<file path="src/include/ptcr_regs.vh">
// Purpose: Offsets, field positions, reset values for the PHY tuning bank
// Assumes: Registers are 16 bits, one aligned 32-bit APB word each
// Notes:   Offsets are register indices; byte address is index times four
`ifndef PTCR_REGS_VH
`define PTCR_REGS_VH

// ****************************************
// Register indices
// ****************************************
`define PTCR_IDX_SWING_CD      10'h0A3
`define PTCR_IDX_RX_LPF        10'h0B3
`define PTCR_IDX_RX_EQ_EN      10'h0C0
`define PTCR_IDX_CLKOUT        10'h0C6
`define PTCR_IDX_SYNC_BUF      10'h0E9
`define PTCR_IDX_LOOPBACK      10'h0FE
`define PTCR_IDX_SIGPROC       10'h100
`define PTCR_IDX_FFE           10'h12C
`define PTCR_IDX_SW_RESET      10'h01F

// ****************************************
// Field positions
// ****************************************
`define PTCR_CHD_EN_BIT        13
`define PTCR_CHD_VAL_HI        12
`define PTCR_CHD_VAL_LO        8
`define PTCR_CHC_EN_BIT        5
`define PTCR_CHC_VAL_HI        4
`define PTCR_CHC_VAL_LO        0
`define PTCR_CLK_SEL_BIT       4
`define PTCR_FFE_HI            9
`define PTCR_SWRST_BIT         14

// ****************************************
// Reset values
// ****************************************
`define PTCR_RST_SWING         5'h10
`define PTCR_RST_RX_LPF        16'h0000
`define PTCR_RST_RX_EQ_EN      16'h0000
`define PTCR_RST_SYNC_BUF      16'h9F22
`define PTCR_RST_LOOPBACK      16'h0001
`define PTCR_RST_SIGPROC       16'h051C
`define PTCR_RST_FFE_FIELD     10'h000
`define PTCR_FFE_RSVD          6'h03

`endif

</file>
<file path="src/hw/ptcr_rst_sync.v">
// Purpose: Two-flop release of the active-low reset
// Assumes: rst_b may assert at any time
// Notes:   Assert is asynchronous, release is synchronous
`timescale 1ns/1ps
`default_nettype none

module ptcr_rst_sync (
    // Clock and raw reset
    input  wire mclk,
    input  wire rst_b,
    // Synchronised reset
    output wire rst_sync_b
);

    reg meta_r;
    reg hold_r;

    always @(posedge mclk or negedge rst_b) begin
        if (!rst_b) begin
            meta_r <= 1'b0;
            hold_r <= 1'b0;
        end else begin
            meta_r <= 1'b1;
            hold_r <= meta_r;
        end
    end

    assign rst_sync_b = hold_r;

endmodule // ptcr_rst_sync

`default_nettype wire

</file>
<file path="src/hw/ptcr_regs.v">
// Purpose: APB register bank for line-driver, receiver and DSP tuning
// Assumes: 20 MHz mclk; APB master as per protocol; 16-bit registers
// Notes:   Zero wait states; unmapped addresses answer with pslverr
`include "ptcr_regs.vh"
`timescale 1ns/1ps
`default_nettype none

// Notes on behaviour
// - Channel D override drives stored swing value
// - Channel C override drives stored swing value
// - Clock select routes test clock out
// - Clock control reserved bits read zero
module ptcr_regs #(
    parameter ADDR_W = 12
) (
    // Clock and reset
    input  wire              mclk,
    input  wire              rst_b,
    // APB slave
    input  wire              psel,
    input  wire              penable,
    input  wire              pwrite,
    input  wire [ADDR_W-1:0] paddr,
    input  wire [31:0]       pwdata,
    input  wire [3:0]        pstrb,
    output reg  [31:0]       prdata,
    output wire              pready,
    output reg               pslverr,
    // Line-driver swing controls
    output reg               chd_swing_override_en,
    output reg  [4:0]        chd_swing_value,
    output reg               chc_swing_override_en,
    output reg  [4:0]        chc_swing_value,
    // Clock output path
    input  wire              pll_clock,
    input  wire              transmit_test_clock,
    output reg               clkout_test_select,
    output reg               clkout_sel_pll_b,
    // Tuning words to analog and DSP
    output reg  [15:0]       rx_lowpass_setting,
    output reg  [15:0]       rx_equalizer_enable_setting,
    output reg  [15:0]       sync_buffer_setting,
    output reg  [15:0]       loop_setup_value,
    output reg  [15:0]       signal_processor_setting,
    output reg  [9:0]        feedforward_eq_setting,
    // Loopback value pending a software reset
    output reg               loop_change_pending
);

    // ****************************************
    // Reset and bus decode
    // ****************************************
    wire rst_sync_b;

    ptcr_rst_sync u_rst (
        .mclk       (mclk),
        .rst_b      (rst_b),
        .rst_sync_b (rst_sync_b)
    );

    // Index of a word address; low two bits select bytes
    function [9:0] word_idx;
        input [ADDR_W-1:0] a;
        begin
            word_idx = a[11:2];
        end
    endfunction

    // Merge low two write lanes into a 16-bit register
    function [15:0] lane_merge;
        input [15:0] old;
        input [31:0] wd;
        input [3:0]  st;
        begin
            lane_merge[7:0]  = st[0] ? wd[7:0]  : old[7:0];
            lane_merge[15:8] = st[1] ? wd[15:8] : old[15:8];
        end
    endfunction

    wire [9:0] idx    = word_idx(paddr);
    wire       access = psel & penable;
    wire       wr_en  = access & pwrite;

    reg        hit;
    reg [15:0] rd_val;
    wire [15:0] swing_cd_word = {2'b00, chd_swing_override_en,
                                 chd_swing_value, 2'b00,
                                 chc_swing_override_en, chc_swing_value};

    // Zero-wait slave: every access completes in its first cycle
    assign pready = 1'b1;

    always @* begin
        hit    = 1'b1;
        rd_val = 16'h0000;
        case (idx)
            `PTCR_IDX_SWING_CD: rd_val = swing_cd_word;
            `PTCR_IDX_RX_LPF:   rd_val = rx_lowpass_setting;
            `PTCR_IDX_RX_EQ_EN: rd_val = rx_equalizer_enable_setting;
            `PTCR_IDX_CLKOUT:
                rd_val = {11'h000, clkout_test_select, 4'h0};
            `PTCR_IDX_SYNC_BUF: rd_val = sync_buffer_setting;
            `PTCR_IDX_LOOPBACK: rd_val = loop_setup_value;
            `PTCR_IDX_SIGPROC:  rd_val = signal_processor_setting;
            `PTCR_IDX_FFE:
                rd_val = {`PTCR_FFE_RSVD, feedforward_eq_setting};
            `PTCR_IDX_SW_RESET: rd_val = 16'h0000;
            default:            hit    = 1'b0;
        endcase
    end

    // ****************************************
    // Read data and error
    // ****************************************
    // Registered one edge early: setup cycle decodes, access cycle drives
    always @(posedge mclk or negedge rst_sync_b) begin
        if (!rst_sync_b) begin
            prdata  <= 32'h0000_0000;
            pslverr <= 1'b0;
        end else if (psel & ~penable) begin
            prdata  <= pwrite ? 32'h0000_0000 : {16'h0000, rd_val};
            pslverr <= ~hit;
        end else if (access) begin
            prdata  <= 32'h0000_0000;
            pslverr <= 1'b0;
        end
    end

    // ****************************************
    // Writable registers
    // ****************************************
    wire [15:0] wr_swing  = lane_merge(swing_cd_word, pwdata, pstrb);
    wire [15:0] wr_clkout = lane_merge({11'h000, clkout_test_select,
                                        4'h0}, pwdata, pstrb);
    wire [15:0] wr_ffe    = lane_merge({`PTCR_FFE_RSVD,
                                        feedforward_eq_setting},
                                       pwdata, pstrb);
    wire        swrst_wr  = wr_en & (idx == `PTCR_IDX_SW_RESET) &
                            pstrb[1] & pwdata[`PTCR_SWRST_BIT];

    always @(posedge mclk or negedge rst_sync_b) begin
        if (!rst_sync_b) begin
            chd_swing_override_en       <= 1'b0;
            chd_swing_value             <= `PTCR_RST_SWING;
            chc_swing_override_en       <= 1'b0;
            chc_swing_value             <= `PTCR_RST_SWING;
            clkout_test_select          <= 1'b0;
            rx_lowpass_setting          <= `PTCR_RST_RX_LPF;
            rx_equalizer_enable_setting <= `PTCR_RST_RX_EQ_EN;
            sync_buffer_setting         <= `PTCR_RST_SYNC_BUF;
            loop_setup_value            <= `PTCR_RST_LOOPBACK;
            signal_processor_setting    <= `PTCR_RST_SIGPROC;
            feedforward_eq_setting      <= `PTCR_RST_FFE_FIELD;
            loop_change_pending         <= 1'b0;
        end else begin
            if (wr_en) begin
                case (idx)
                    `PTCR_IDX_SWING_CD: begin
                        chd_swing_override_en <=
                            wr_swing[`PTCR_CHD_EN_BIT];
                        chd_swing_value <=
                            wr_swing[`PTCR_CHD_VAL_HI:`PTCR_CHD_VAL_LO];
                        chc_swing_override_en <=
                            wr_swing[`PTCR_CHC_EN_BIT];
                        chc_swing_value <=
                            wr_swing[`PTCR_CHC_VAL_HI:`PTCR_CHC_VAL_LO];
                    end
                    `PTCR_IDX_CLKOUT:
                        clkout_test_select <=
                            wr_clkout[`PTCR_CLK_SEL_BIT];
                    `PTCR_IDX_RX_LPF:
                        rx_lowpass_setting <= lane_merge(
                            rx_lowpass_setting, pwdata, pstrb);
                    `PTCR_IDX_RX_EQ_EN:
                        rx_equalizer_enable_setting <= lane_merge(
                            rx_equalizer_enable_setting, pwdata,
                            pstrb);
                    `PTCR_IDX_SYNC_BUF:
                        sync_buffer_setting <= lane_merge(
                            sync_buffer_setting, pwdata, pstrb);
                    `PTCR_IDX_LOOPBACK:
                        loop_setup_value <= lane_merge(
                            loop_setup_value, pwdata, pstrb);
                    `PTCR_IDX_SIGPROC:
                        signal_processor_setting <= lane_merge(
                            signal_processor_setting, pwdata, pstrb);
                    `PTCR_IDX_FFE:
                        feedforward_eq_setting <=
                            wr_ffe[`PTCR_FFE_HI:0];
                    default: ;
                endcase
            end
            // New loopback value waits for a software reset; set wins
            if (wr_en && idx == `PTCR_IDX_LOOPBACK)
                loop_change_pending <= 1'b1;
            else if (swrst_wr)
                loop_change_pending <= 1'b0;
        end
    end

    // ****************************************
    // Clock output select
    // ****************************************
    // Select flop only; the actual clock mux is glitch-safe analog
    always @(posedge mclk or negedge rst_sync_b) begin
        if (!rst_sync_b)
            clkout_sel_pll_b <= 1'b0;
        else
            clkout_sel_pll_b <= clkout_test_select;
    end

endmodule // ptcr_regs

`default_nettype wire

</file>
<file path="config.mk">
export PLATFORM = sky130hd
export DESIGN_NAME = ptcr_regs
export DESIGN_NICKNAME = d
export VERILOG_FILES = /design/src/hw/ptcr_rst_sync.v /design/src/hw/ptcr_regs.v
export VERILOG_INCLUDE_DIRS = /design/src /design/src/include
export SDC_FILE = /design/constraint.sdc
export NUM_CORES = 1
export LEC_CHECK = 0
export BUFFER_PORTS_ARGS = -buffer_cell sky130_fd_sc_hd__buf_2
export CORE_MARGIN = 1.5
export CORE_UTILIZATION = 49
export CTS_CLUSTER_DIAMETER = 80
export DETAILED_ROUTE_END_ITERATION = 7
export PLACE_DENSITY = 0.78
export SYNTH_ARGS = -nofsm -noshare
export SYNTH_HDL_FRONTEND = slang
export SYNTH_SLANG_ARGS = --single-unit
</file>
<file path="constraint.sdc">
create_clock -name mclk -period 11.35 [get_ports mclk]
set_input_delay 2.27 -clock mclk [delete_from_list [all_inputs] [get_ports mclk]]
set_output_delay 2.27 -clock mclk [all_outputs]
set_load 0.01 [all_outputs]
</file>
==> results of run 1 <==
cell type report:
class | instances | area share
Inverter | 18 | 0.00932
Multi-Input combinational cell | 279 | 0.339
Sequential cell | 124 | 0.431
Timing Repair Buffer | 155 | 0.107
Clock buffer | 26 | 0.0702
Tap cell | 143 | 0.0247
Clock inverter | 6 | 0.0179
registers in the layout, indices dropped and copies added, names as in the netlist:
register,flops
prdata,16
feedforward_eq_setting,10
sync_buffer_setting,16
chc_swing_value,5
chd_swing_value,5
u_rst.meta_r,1
chc_swing_override_en,1
chd_swing_override_en,1
u_rst.rst_sync_b,1
clkout_sel_pll_b,1
signal_processor_setting,16
loop_change_pending,1
rx_lowpass_setting,16
loop_setup_value,16
rx_equalizer_enable_setting,16
pslverr,1
clkout_test_select,1
metrics by stage:
stage / area [um^2] / hold WS, ns / util
after floorplan: 5880 / 0.331 / -
after global placement: 6610 / 0.339 / 0.574
after detailed placement: 6610 / 0.336 / 0.574
after CTS: 7250 / 0.360 / 0.630
after global routing: 7250 / 0.362 / 0.630
final: 7250 / 0.350 / 0.630
placed cells by master, fill, tap and decap left out, types with 5 or more instances in the layout:
cell type / netlist / layout
dfstp_2: 16 / 16
o22ai_2: 10 / 10
nand2_1: 13 / 13
clkbuf_8: 0 / 5
o211a_1: 7 / 7
buf_2: 15 / 154
dfrtp_1: 108 / 107
o22ai_1: 6 / 6
conb_1: 2 / 18
mux2_2: 94 / 94
a22o_1: 9 / 9
a22oi_1: 18 / 18
a222oi_1: 6 / 6
inv_1: 18 / 18
and2_1: 7 / 7
clkbuf_16: 0 / 17
nand3_1: 14 / 14
mux2_1: 9 / 9
and3_1: 9 / 9
cell usage after synthesis, types with 2 or more instances:
library cell	n
a22o_1	9
o22ai_1	6
a21o_1	2
nand2_2	3
a22oi_1	18
mux2_2	94
nand2_4	2
a222oi_1	6
a32oi_1	2
and2_1	7
mux2i_1	4
and3_1	9
o2bb2ai_1	4
buf_4	17
conb_1	2
and4bb_2	3
mux2_1	9
and3b_1	2
dfrtp_1	108
nand2_1	13
nand4_1	2
nor3_4	2
o21a_1	2
nor4b_1	4
o211a_1	7
a211oi_1	2
nor2_1	4
inv_1	18
a21oi_1	3
dfstp_2	16
clkbuf_1	5
buf_2	15
a32o_1	2
o22ai_2	10
nand3_1	14
kinds of logic after synthesis:
| group | after synthesis | share of synthesized area |
|---|---|---|
| flops | 124 | 0.536 |
| mux | 107 | 0.206 |
| compound gates | 78 | 0.118 |
| simple gates | 76 | 0.0874 |
| buf+inv | 56 | 0.0516 |
| other cells | 2 | 0.00129 |
power by group:
part	internal (W)	leakage, nW	switching [W]	total (W)
Sequential	0.000445	1.67	0.00000414	0.000449
Combinational	0.00000898	1.83	0.0000265	0.0000355
Clock	0.000396	0.315	0.000189	0.000585
routing by layer:
layer	share of wire	vias to the layer above
li1	-	1935
met1	0.40	2334
met2	0.47	263
met3	0.091	54
met4	0.037	0
met5	0	-
worst max path at each step:
stage | startpoint | endpoint | slack (ns)
2_1_floorplan | paddr[6] | signal_processor_setting[1]$_DFFE_PN0P_ | 7.38
3_3_place_gp | paddr[8] | feedforward_eq_setting[3]$_DFFE_PN0P_ | 6.52
3_5_place_dp | paddr[8] | feedforward_eq_setting[7]$_DFFE_PN0P_ | 6.45
4_1_cts | paddr[8] | feedforward_eq_setting[7]$_DFFE_PN0P_ | 6.90
5_1_grt | paddr[8] | feedforward_eq_setting[7]$_DFFE_PN0P_ | 6.78
6_report | paddr[8] | feedforward_eq_setting[7]$_DFFE_PN0P_ | 6.82
==> implementation parameters, run 1 <==
Parameter                              Value

Run status
  Status ... finished with violations
  Violations in the final reports ... DRC

Logic synthesis
  Largest cells by area after synthesis ... dfrtp_1, mux2_2, dfstp_2, a22oi_1, buf_4
  Area share of the largest cell type after synthesis ... 0.464
  Sequential cell area fraction in the yosys report ... 0.536
  Post-synthesis average cell area ... 13.1 um^2
  Share of synthesized registers carrying an async set or reset ... 1.00
  Synth Register Bits ... 124
  Cells after Synth ... 443
  Number of unique standard cell types used by synthesis ... 52
  Post-synth top area cell ... dfrtp_1
  Post-synthesis instance area ... 5820 um^2
  Leading register cell type out of synthesis ... dfrtp_1
  Number of flops mapped to enable cells by yosys ... 0
  Yosys warning total ... 0

Worst setup path
  R2r worst-path depth ... 1
  Worst-path fanout max ... 10
  Source of the worst register-to-register timing path ... u_rst.rst_sync_b$_DFF_PN0_
  Data required time at the worst endpoint ... 11.65 ns
  CP peak stage delay ... 1.03 ns
  Register-to-register setup slack ... 9.57 ns
  Worst setup path class ... input port to flop
  Master of the slowest instance on the critical path ... nor4b_1
  Signal arrival time at the worst endpoint ... 4.83 ns
  Number of buffers and inverters on the critical path ... 1
  Cell class contributing the biggest share of worst-path delay ... simple AND/OR/NAND/NOR gates
  Crit path capture type ... flop
  Levels on crit path ... 5
  Element type at the critical path start ... input port
  Capturing point of the worst reg2reg path ... prdata[9]$_DFFE_PN0P_
  CP Cell Sequence ... buf_2 > nor4b_1 > and3_1 > nand2_2 > mux2_2

Finish
  Layout Area Growth over Synthesis ... 24.5%
  Multi-input combinational cell area ... 2460 um^2
  Proportion of layout cells with a drive suffix above 1 ... 0.520
  Non-Filler Instances ... 751
  Sequential cell area in the final layout ... 3130 um^2
  Count of nets after finishing ... 650
  Layout filler cell count ... 881
  Inserted Diodes ... 0

Placement
  Number of placed instances with taps included ... 719
  Post-DP HPWL ... 11800 um
  Number of I/O port buffers ... 154
  Setup slack at placement ... 6.45 ns
  Final weighted congestion of routability-driven global placement ... 0.845

Power
  Cell Pwr Density ... 147 nW/um^2
  Static power due to leakage ... 3.81 nW
  Worst vdd ir ... 85.6 uV
  Post-route total power ... 0.00107 W

Route
  DRC viols ... 13
  Remaining number of nets flagged by the antenna check after routing ... 0
  Total routed wirelength ... 17100 um
  Number of DRC markers after the initial detailed-route iteration ... 400
  Vias per cell ... 6.11
  First drt pass iteration count ... 8
  Overall via count from detail_route ... 4586
  Mean routed wirelength per cell ... 22.8 um

Global route
  Wire length of the first global-routing pass ... 26100 um
  M2 GR Usage ... 0.429
  Initial antenna violation count ... 0
  Met3 layer usage reported by global route ... 0.0896
  Largest net degree at the start of global routing ... 79
  Number of global-route vias before repair ... 4613
  Grt total ovfl ... 0
  Grt peak-use layer ... met2
  Global-route met1 utilization ... 0.355
  Global routing usage summed across all routing layers ... 0.278

Timing
  Setup Viol. Count Final ... 0
  Slew of the pin with the lowest slew margin ... 1.19 ns
  Largest clock skew in the final design ... 0.00568 ns
  Setup repair after global routing missed its margin ... false
  Max transition margin ... 0.194
  Final Max Tran Viols ... 0
  Max Fclk ... 0.221 GHz
  Final Critical Period ... 4.53 ns
  Part of the cycle the worst path needs ... 0.399
  Final hold vios ... 0
  Final setup margin ... 6.82 ns
  Total negative setup slack ... 0 ns

Clocking
  H-tree levels ... 4
  Cts hold-fix bufs ... 0
  Count of clock tree sinks ... 124
  Post-CTS Setup Inserts ... 0
  Clock slew at reported path FFs ... 0.05 ns
  Total CTS buffers ... 17
  Quantity of gates resized following cts ... 0
  Maximum clock path buffer count ... 2
  Root buf cell ... clkbuf_16
  Clock insertion delay at the later pin of the skew report ... 0.42 ns
  CTS tree ... done

Floorplanning
  Initial cell density of the core ... 0.506
  Number of top-level pins ... 194
  X dimension of the die ... 112 um
  Die Ht ... 112 um
  Number of cell rows ... 39
  Die area ... 12500 um^2
  Placeable core region ... 11500 um^2

Worst hold path
  Worst min-delay path category ... flop to async pin

Flow run
  Number of maximum-capacitance violations ... 0
No activity file was read; power rests on OpenSTA's default activity.
==> inputs of run 2 (changes only) <==
--- a/config.mk
+++ b/config.mk
@@ -8,10 +8,10 @@
 export LEC_CHECK = 0
 export BUFFER_PORTS_ARGS = -buffer_cell sky130_fd_sc_hd__buf_2
 export CORE_MARGIN = 1.5
-export CORE_UTILIZATION = 49
+export CORE_UTILIZATION = 46
 export CTS_CLUSTER_DIAMETER = 80
 export DETAILED_ROUTE_END_ITERATION = 7
-export PLACE_DENSITY = 0.78
+export PLACE_DENSITY = 0.77
 export SYNTH_ARGS = -nofsm -noshare
 export SYNTH_HDL_FRONTEND = slang
 export SYNTH_SLANG_ARGS = --single-unit
==> constraint.sdc (replaced) <==
create_clock -name mclk -period 3.9 [get_ports mclk]
set_input_delay 0.78 -clock mclk [delete_from_list [all_inputs] [get_ports mclk]]
set_output_delay 0.78 -clock mclk [all_outputs]
set_load 0.01 [all_outputs]
==> run 2 against run 1 <==
- the flow now finishes without violations
- worst hold slack got worse by 0.21 ns
- highest routed layer unchanged
- clock power grew to 2.8 times the previous value
- critical endpoint is now prdata[0]$_DFFE_PN0P_
- sequential cell count stayed put
- count of clock-buffer cells in the layout shrank 1
==> implementation parameters, run 2 (synthesis results as in run 1) <==
Parameter                              Value

Run status
  Status ... finished, final reports clean

Clocking
  Count of clock tree sinks ... 124
  Quantity of gates resized following cts ... 0
  H-tree levels ... 4
  CTS tree ... done
  Cts hold-fix bufs ... 0
  Clock insertion delay at the later pin of the skew report ... 0.41 ns
  Post-CTS Setup Inserts ... 0
  Total CTS buffers ... 17
  Clock slew at reported path FFs ... 0.05 ns
  Root buf cell ... clkbuf_16
  Maximum clock path buffer count ... 2

Finish
  Proportion of layout cells with a drive suffix above 1 ... 0.527
  Core utilization of the finished layout ... 0.601
  Most common library cell in the layout ignoring fill and taps ... buf_2
  Non-Filler Instances ... 784
  Layout filler cell count ... 943
  Most frequent cells in the layout ... buf_2, dfrtp_1, mux2_2
  Post-route standard cell area excluding fillers ... 7310 um^2
  Count of nets after finishing ... 657
  Layout Area Growth over Synthesis ... 25.6%

Timing
  Part of the cycle the worst path needs ... 0.692
  Max Fclk ... 0.371 GHz
  Max transition margin ... 0.378
  Final setup margin ... 1.20 ns
  Slew of the pin with the lowest slew margin ... 0.934 ns
  Final hold vios ... 0
  Final Max Tran Viols ... 0
  Setup repair after global routing missed its margin ... false
  Largest clock skew in the final design ... 0.00620 ns
  Setup Viol. Count Final ... 0
  Total negative setup slack ... 0 ns
  Final Critical Period ... 2.70 ns

Placement
  Placed standard-cell area ... 6700 um^2
  Number of placed instances with taps included ... 751
  Setup slack at placement ... 0.798 ns
  Final weighted congestion of routability-driven global placement ... 0.903
  Post-DP HPWL ... 12200 um
  Number of I/O port buffers ... 154

Power
  Cell Pwr Density ... 415 nW/um^2
  Worst vdd ir ... 198 uV
  Static power due to leakage ... 3.84 nW

Worst hold path
  Worst min-delay path category ... input port to async pin

Worst setup path
  R2r worst-path depth ... 1
  Data required time at the worst endpoint ... 4.14 ns
  Crit path capture type ... flop
  Worst setup path class ... input port to flop
  Signal arrival time at the worst endpoint ... 2.93 ns
  Element type at the critical path start ... input port
  Capturing point of the worst reg2reg path ... signal_processor_setting[4]$_DFFE_PN1P_
  Source of the worst register-to-register timing path ... u_rst.rst_sync_b$_DFF_PN0_
  Worst-path fanout max ... 16
  Register-to-register setup slack ... 2.49 ns

Route
  Mean routed wirelength per cell ... 22.1 um
  Remaining number of nets flagged by the antenna check after routing ... 0
  Vias per cell ... 5.82
  Number of DRC markers after the initial detailed-route iteration ... 400
  DRC viols ... 0
  Overall via count from detail_route ... 4562
  Total routed wirelength ... 17400 um
  First drt pass iteration count ... 6

Global route
  Initial antenna violation count ... 1
  Global routing usage summed across all routing layers ... 0.267
  Grt total ovfl ... 0
  Wire length of the first global-routing pass ... 26500 um
  Number of global-route vias before repair ... 4682
  Largest net degree at the start of global routing ... 60

Floorplanning
  Die area ... 13300 um^2
  Number of cell rows ... 40
  Die Ht ... 116 um
  X dimension of the die ... 116 um
  Initial cell density of the core ... 0.479
  Placeable core region ... 12200 um^2
  Number of top-level pins ... 194

Flow run
  Number of maximum-capacitance violations ... 0
run 2: changes by cell type in the layout (fill, tap and decap cells not counted):
cell       change
buf_4          +7
clkinv_2       +2
bufinv_16      -1
clkbuf_1       -1
diode_2        +1
run 2: where the power goes:
part | internal [W] | total (W) | leakage, nW | switching [W]
combinational | 0.0000280 | 0.000103 | 1.86 | 0.0000751
clock | 0.00109 | 0.00162 | 0.307 | 0.000536
sequential | 0.00129 | 0.00131 | 1.67 | 0.0000140
run 2: worst max-delay path by stage:
stage	start	endpoint	slack [ns]	depth (start not counted)
finish	paddr[3]	prdata[0]$_DFFE_PN0P_	1.20	6
global route	paddr[6]	prdata[14]$_DFFE_PN0P_	1.10	6
CTS	paddr[6]	prdata[0]$_DFFE_PN0P_	1.21	6
detailed placement	paddr[3]	prdata[0]$_DFFE_PN0P_	0.80	6
global placement	paddr[6]	prdata[4]$_DFFE_PN0P_	0.87	6
floorplan	u_rst.rst_sync_b$_DFF_PN0_	chc_swing_override_en$_DFFE_PN0P_	0.22	0
run 2: stage by stage:
step                      hold slack, ns  total power, W
after global placement             0.339         0.00143
final                              0.144         0.00303
after CTS                          0.135         0.00305
after floorplan                    0.331         0.00139
after global routing               0.133         0.00312
after detailed placement           0.346         0.00143
run 2: worst max-delay path, stage by stage:
cell and delay (ns):
buf_2 0.16, and4bb_2 0.28, and2_1 0.33, o31ai_1 0.36
a211o_1 0.80, o22ai_1 0.21
run 2: final cells by class:
type                            instances  area, um^2  share of cell area
Sequential cell                       124        3130               0.427
Multi-Input combinational cell        279        2460               0.336
Timing Repair Buffer                  162         831               0.114
Clock buffer                           25         505              0.0691
Tap cell                              168         210              0.0287
Clock inverter                          7         110              0.0151
Inverter                               18        67.6             0.00924
Antenna cell                            1        2.50            0.000342
run 2: per-layer routing:
metal / part of all wire / global-route usage / vias up
met4: 0.038 / 0.131 / 0
met2: 0.48 / 0.423 / 268
met5: 0 / 0 / -
met3: 0.086 / 0.0753 / 62
li1: - / - / 1958
met1: 0.40 / 0.339 / 2274
==> inputs of run 3 (changes only) <==
--- a/config.mk
+++ b/config.mk
@@ -6,12 +6,13 @@
 export SDC_FILE = /design/constraint.sdc
 export NUM_CORES = 1
 export LEC_CHECK = 0
+export ABC_AREA = 1
 export BUFFER_PORTS_ARGS = -buffer_cell sky130_fd_sc_hd__buf_2
 export CORE_MARGIN = 1.5
-export CORE_UTILIZATION = 46
+export CORE_UTILIZATION = 49
 export CTS_CLUSTER_DIAMETER = 80
 export DETAILED_ROUTE_END_ITERATION = 7
-export PLACE_DENSITY = 0.77
+export PLACE_DENSITY = 0.78
 export SYNTH_ARGS = -nofsm -noshare
 export SYNTH_HDL_FRONTEND = slang
 export SYNTH_SLANG_ARGS = --single-unit
==> constraint.sdc (replaced) <==
create_clock -name mclk -period 2.61 [get_ports mclk]
set_input_delay 0.522 -clock mclk [delete_from_list [all_inputs] [get_ports mclk]]
set_output_delay 0.522 -clock mclk [all_outputs]
set_load 0.01 [all_outputs]
==> run 3 against run 2 <==
- count of clock-buffer cells in the layout is the same
- first-iteration DRC count grew 11%
- via count grew 27%
- register-to-register slack lost 1.0 ns
- sequential cell count is the same
- die area shrank 4.0%
- clock skew shrank 0.0011 ns
- core utilization grew 2.8 points
- synthesized cell count grew 74%
- sequential power grew 49%
- critical path type unchanged
==> implementation parameters, run 3 <==
Parameter                              Value

Finish
  Count of nets after finishing ... 998
  Core utilization of the finished layout ... 0.629
  Inserted Diodes ... 0
  Most frequent cells in the layout ... nand2_1, buf_2, dfrtp_1, o21ai_0, nor2_1
  Layout Area Growth over Synthesis ... 26.0%
  Post-route standard cell area excluding fillers ... 7500 um^2
  Most common library cell in the layout ignoring fill and taps ... nand2_1
  Layout filler cell count ... 1069
  Proportion of layout cells with a drive suffix above 1 ... 0.252

Worst setup path
  Signal arrival time at the worst endpoint ... 2.17 ns
  CP peak stage delay ... 0.43 ns
  Master of the slowest instance on the critical path ... nor2_4
  Data required time at the worst endpoint ... 2.90 ns
  Element type at the critical path start ... input port
  CP Cell Sequence ... buf_2 > inv_1 > nand2_1 > nor2_1 > nand2_1 > nor2_4 > nand2_2 > nand2_1 > o21ai_0
  Crit path capture type ... flop
  Worst-path fanout max ... 16
  Most common cell on crit path ... nand2_1
  Worst setup path class ... input port to flop

Timing
  Final hold vios ... 0
  Setup repair after global routing missed its margin ... false
  Total negative setup slack ... 0 ns
  Setup Viol. Count Final ... 0
  Final Critical Period ... 1.88 ns
  Largest clock skew in the final design ... 0.00514 ns
  Final Max Tran Viols ... 0
  Slew of the pin with the lowest slew margin ... 0.551 ns
  Part of the cycle the worst path needs ... 0.720
  Max Fclk ... 0.532 GHz
  Max transition margin ... 0.632

Route
  First drt pass iteration count ... 6
  Vias per cell ... 5.25
  Mean routed wirelength per cell ... 16.5 um
  Total routed wirelength ... 18300 um
  Number of DRC markers after the initial detailed-route iteration ... 442
  Remaining number of nets flagged by the antenna check after routing ... 0
  Overall via count from detail_route ... 5793
  DRC viols ... 0

Power
  Power spent charging and discharging nets ... 0.000981 W
  Part of the total power dissipated in combinational logic ... 0.040
  Cell Pwr Density ... 591 nW/um^2
  Switching share of power ... 0.221
  Clock power share ... 0.520
  Worst vdd ir ... 481 uV
  Static power due to leakage ... 4.19 nW
  Sequential fraction of design power ... 0.440
  Total internal power ... 0.00345 W

Logic synthesis
  Number of unique standard cell types used by synthesis ... 25
  Largest cells by area after synthesis ... dfrtp_1, nand2_1, dfstp_2, o21ai_0, nor2_1
  Number of flops mapped to enable cells by yosys ... 0
  Post-synthesis instance area ... 5950 um^2
  Synth Register Bits ... 124
  Cells after Synth ... 771
  Yosys warning total ... 0
  Area share of the largest cell type after synthesis ... 0.454
  Post-synthesis average cell area ... 7.71 um^2
  Top cells by instance count after synthesis ... nand2_1, dfrtp_1, o21ai_0
  Most frequent cell after synthesis ... nand2_1
  Sequential cell area fraction in the yosys report ... 0.525
  Share of synthesized registers carrying an async set or reset ... 1.00
  Post-synth top area cell ... dfrtp_1
  Leading register cell type out of synthesis ... dfrtp_1

Placement
  Placed standard-cell area ... 6910 um^2
  Number of I/O port buffers ... 154
  Final weighted congestion of routability-driven global placement ... 0.910
  Post-DP HPWL ... 13000 um

Floorplanning
  Die Ht ... 113 um
  X dimension of the die ... 113 um
  Die area ... 12800 um^2
  Number of cell rows ... 40
  Placeable core region ... 11900 um^2
  Initial cell density of the core ... 0.499
  Number of top-level pins ... 194

Global route
  Grt total ovfl ... 0
  Global routing usage summed across all routing layers ... 0.293
  Wire length of the first global-routing pass ... 28400 um
  Largest net degree at the start of global routing ... 56
  Number of global-route vias before repair ... 5346
  Initial antenna violation count ... 0

Clocking
  Post-CTS Setup Inserts ... 0
  Total CTS buffers ... 17
  H-tree levels ... 4
  Count of clock tree sinks ... 124
  Clock insertion delay at the later pin of the skew report ... 0.42 ns
  Root buf cell ... clkbuf_16
  Clock slew at reported path FFs ... 0.05 ns
  Maximum clock path buffer count ... 2
  CTS tree ... done
  Quantity of gates resized following cts ... 0

Worst hold path
  Worst min-delay path category ... flop to async pin

Run status
  Status ... finished, final reports clean

Flow run
  Number of maximum-capacitance violations ... 0
## run 3: final timing paths
kind | startpoint | end | slack, ns | depth (start not counted)
max reg2reg | u_rst.rst_sync_b$_DFF_PN0_ | sync_buffer_setting[5]$_DFFE_PN1P_ | 1.47 | 1
min reg2reg | u_rst.rst_sync_b$_DFF_PN0_ | signal_processor_setting[13]$_DFFE_PN0P_ | 0.32 | 0
max in group asynchronous | u_rst.rst_sync_b$_DFF_PN0_ | sync_buffer_setting[5]$_DFFE_PN1P_ | 1.47 | 1
min in group mclk | pwdata[4] | clkout_test_select$_DFFE_PN0P_ | 0.34 | 3
max | paddr[11] | rx_lowpass_setting[12]$_DFFE_PN0P_ | 0.73 | 9
min | u_rst.rst_sync_b$_DFF_PN0_ | signal_processor_setting[13]$_DFFE_PN0P_ | 0.32 | 0
## run 3: timing repair
action / 4_1_cts / 5_1_grt
endpoints found under the hold margin: 2 / 0
hold buffers: 1 / 0
endpoints found under the setup margin: 0 / 0
## run 3: worst max-delay path, delay by kind of cell
family | cells | cell delay (ns)
buf+inv | 2 | 0.19
simple gates | 6 | 1.36
compound gates | 1 | 0.09
## run 3: area by class of cell
cell class                 count  area (um^2)  area share
timing repair buffer         178          966       0.129
multi-input combinational    563         2420       0.323
clock buffer                  25          485      0.0648
sequential                   124         3130       0.417
clock inverter                 7         87.6      0.0117
tap                          147          184      0.0245
inverter                      59          221      0.0295
## run 3: power groups by stage
stage,Sequential [W],Combinational [W],Clock (W)
after global routing,0.00195,0.000201,0.00240
after CTS,0.00195,0.000178,0.00231
after global placement,0.00198,0.000176,0
after detailed placement,0.00198,0.000176,0
final,0.00195,0.000179,0.00230
after floorplan,0.00200,0.0000919,0
## run 3: logic make-up (layout without fill, tap and decap cells)
logic type | Yosys count | in the layout | synth area share
and+or+nand+nor | 433 | 433 | 0.301
DFF | 124 | 124 | 0.525
AOI/OAI and AO/OA | 111 | 111 | 0.0934
buffers and inverters | 100 | 269 | 0.0772
other | 2 | 18 | 0.00126
muxes | 1 | 1 | 0.00168
## run 3: routing by layer
layer | share of wire | vias to the layer above | track usage
met1 | 0.42 | 2709 | 0.401
met2 | 0.46 | 294 | 0.439
met5 | 0 | - | 0
li1 | - | 2749 | -
met4 | 0.029 | 0 | 0.128
met3 | 0.089 | 41 | 0.0782
## run 3: per-stage QoR
| step | worst slack [ns] | hold slack [ns] | std cells | total power [W] |
|---|---|---|---|---|
| 4_1_cts | 0.806 | 0.332 | 1103 | 0.00444 |
| 6_report | 0.731 | 0.319 | 1103 | 0.00443 |
| 3_5_place_dp | 0.373 | 0.310 | 1070 | 0.00216 |
| 3_3_place_gp | 0.428 | 0.307 | 1070 | 0.00216 |
| 5_1_grt | 0.643 | 0.348 | 1103 | 0.00456 |
| 2_1_floorplan | 0.558 | 0.226 | 787 | 0.00209 |
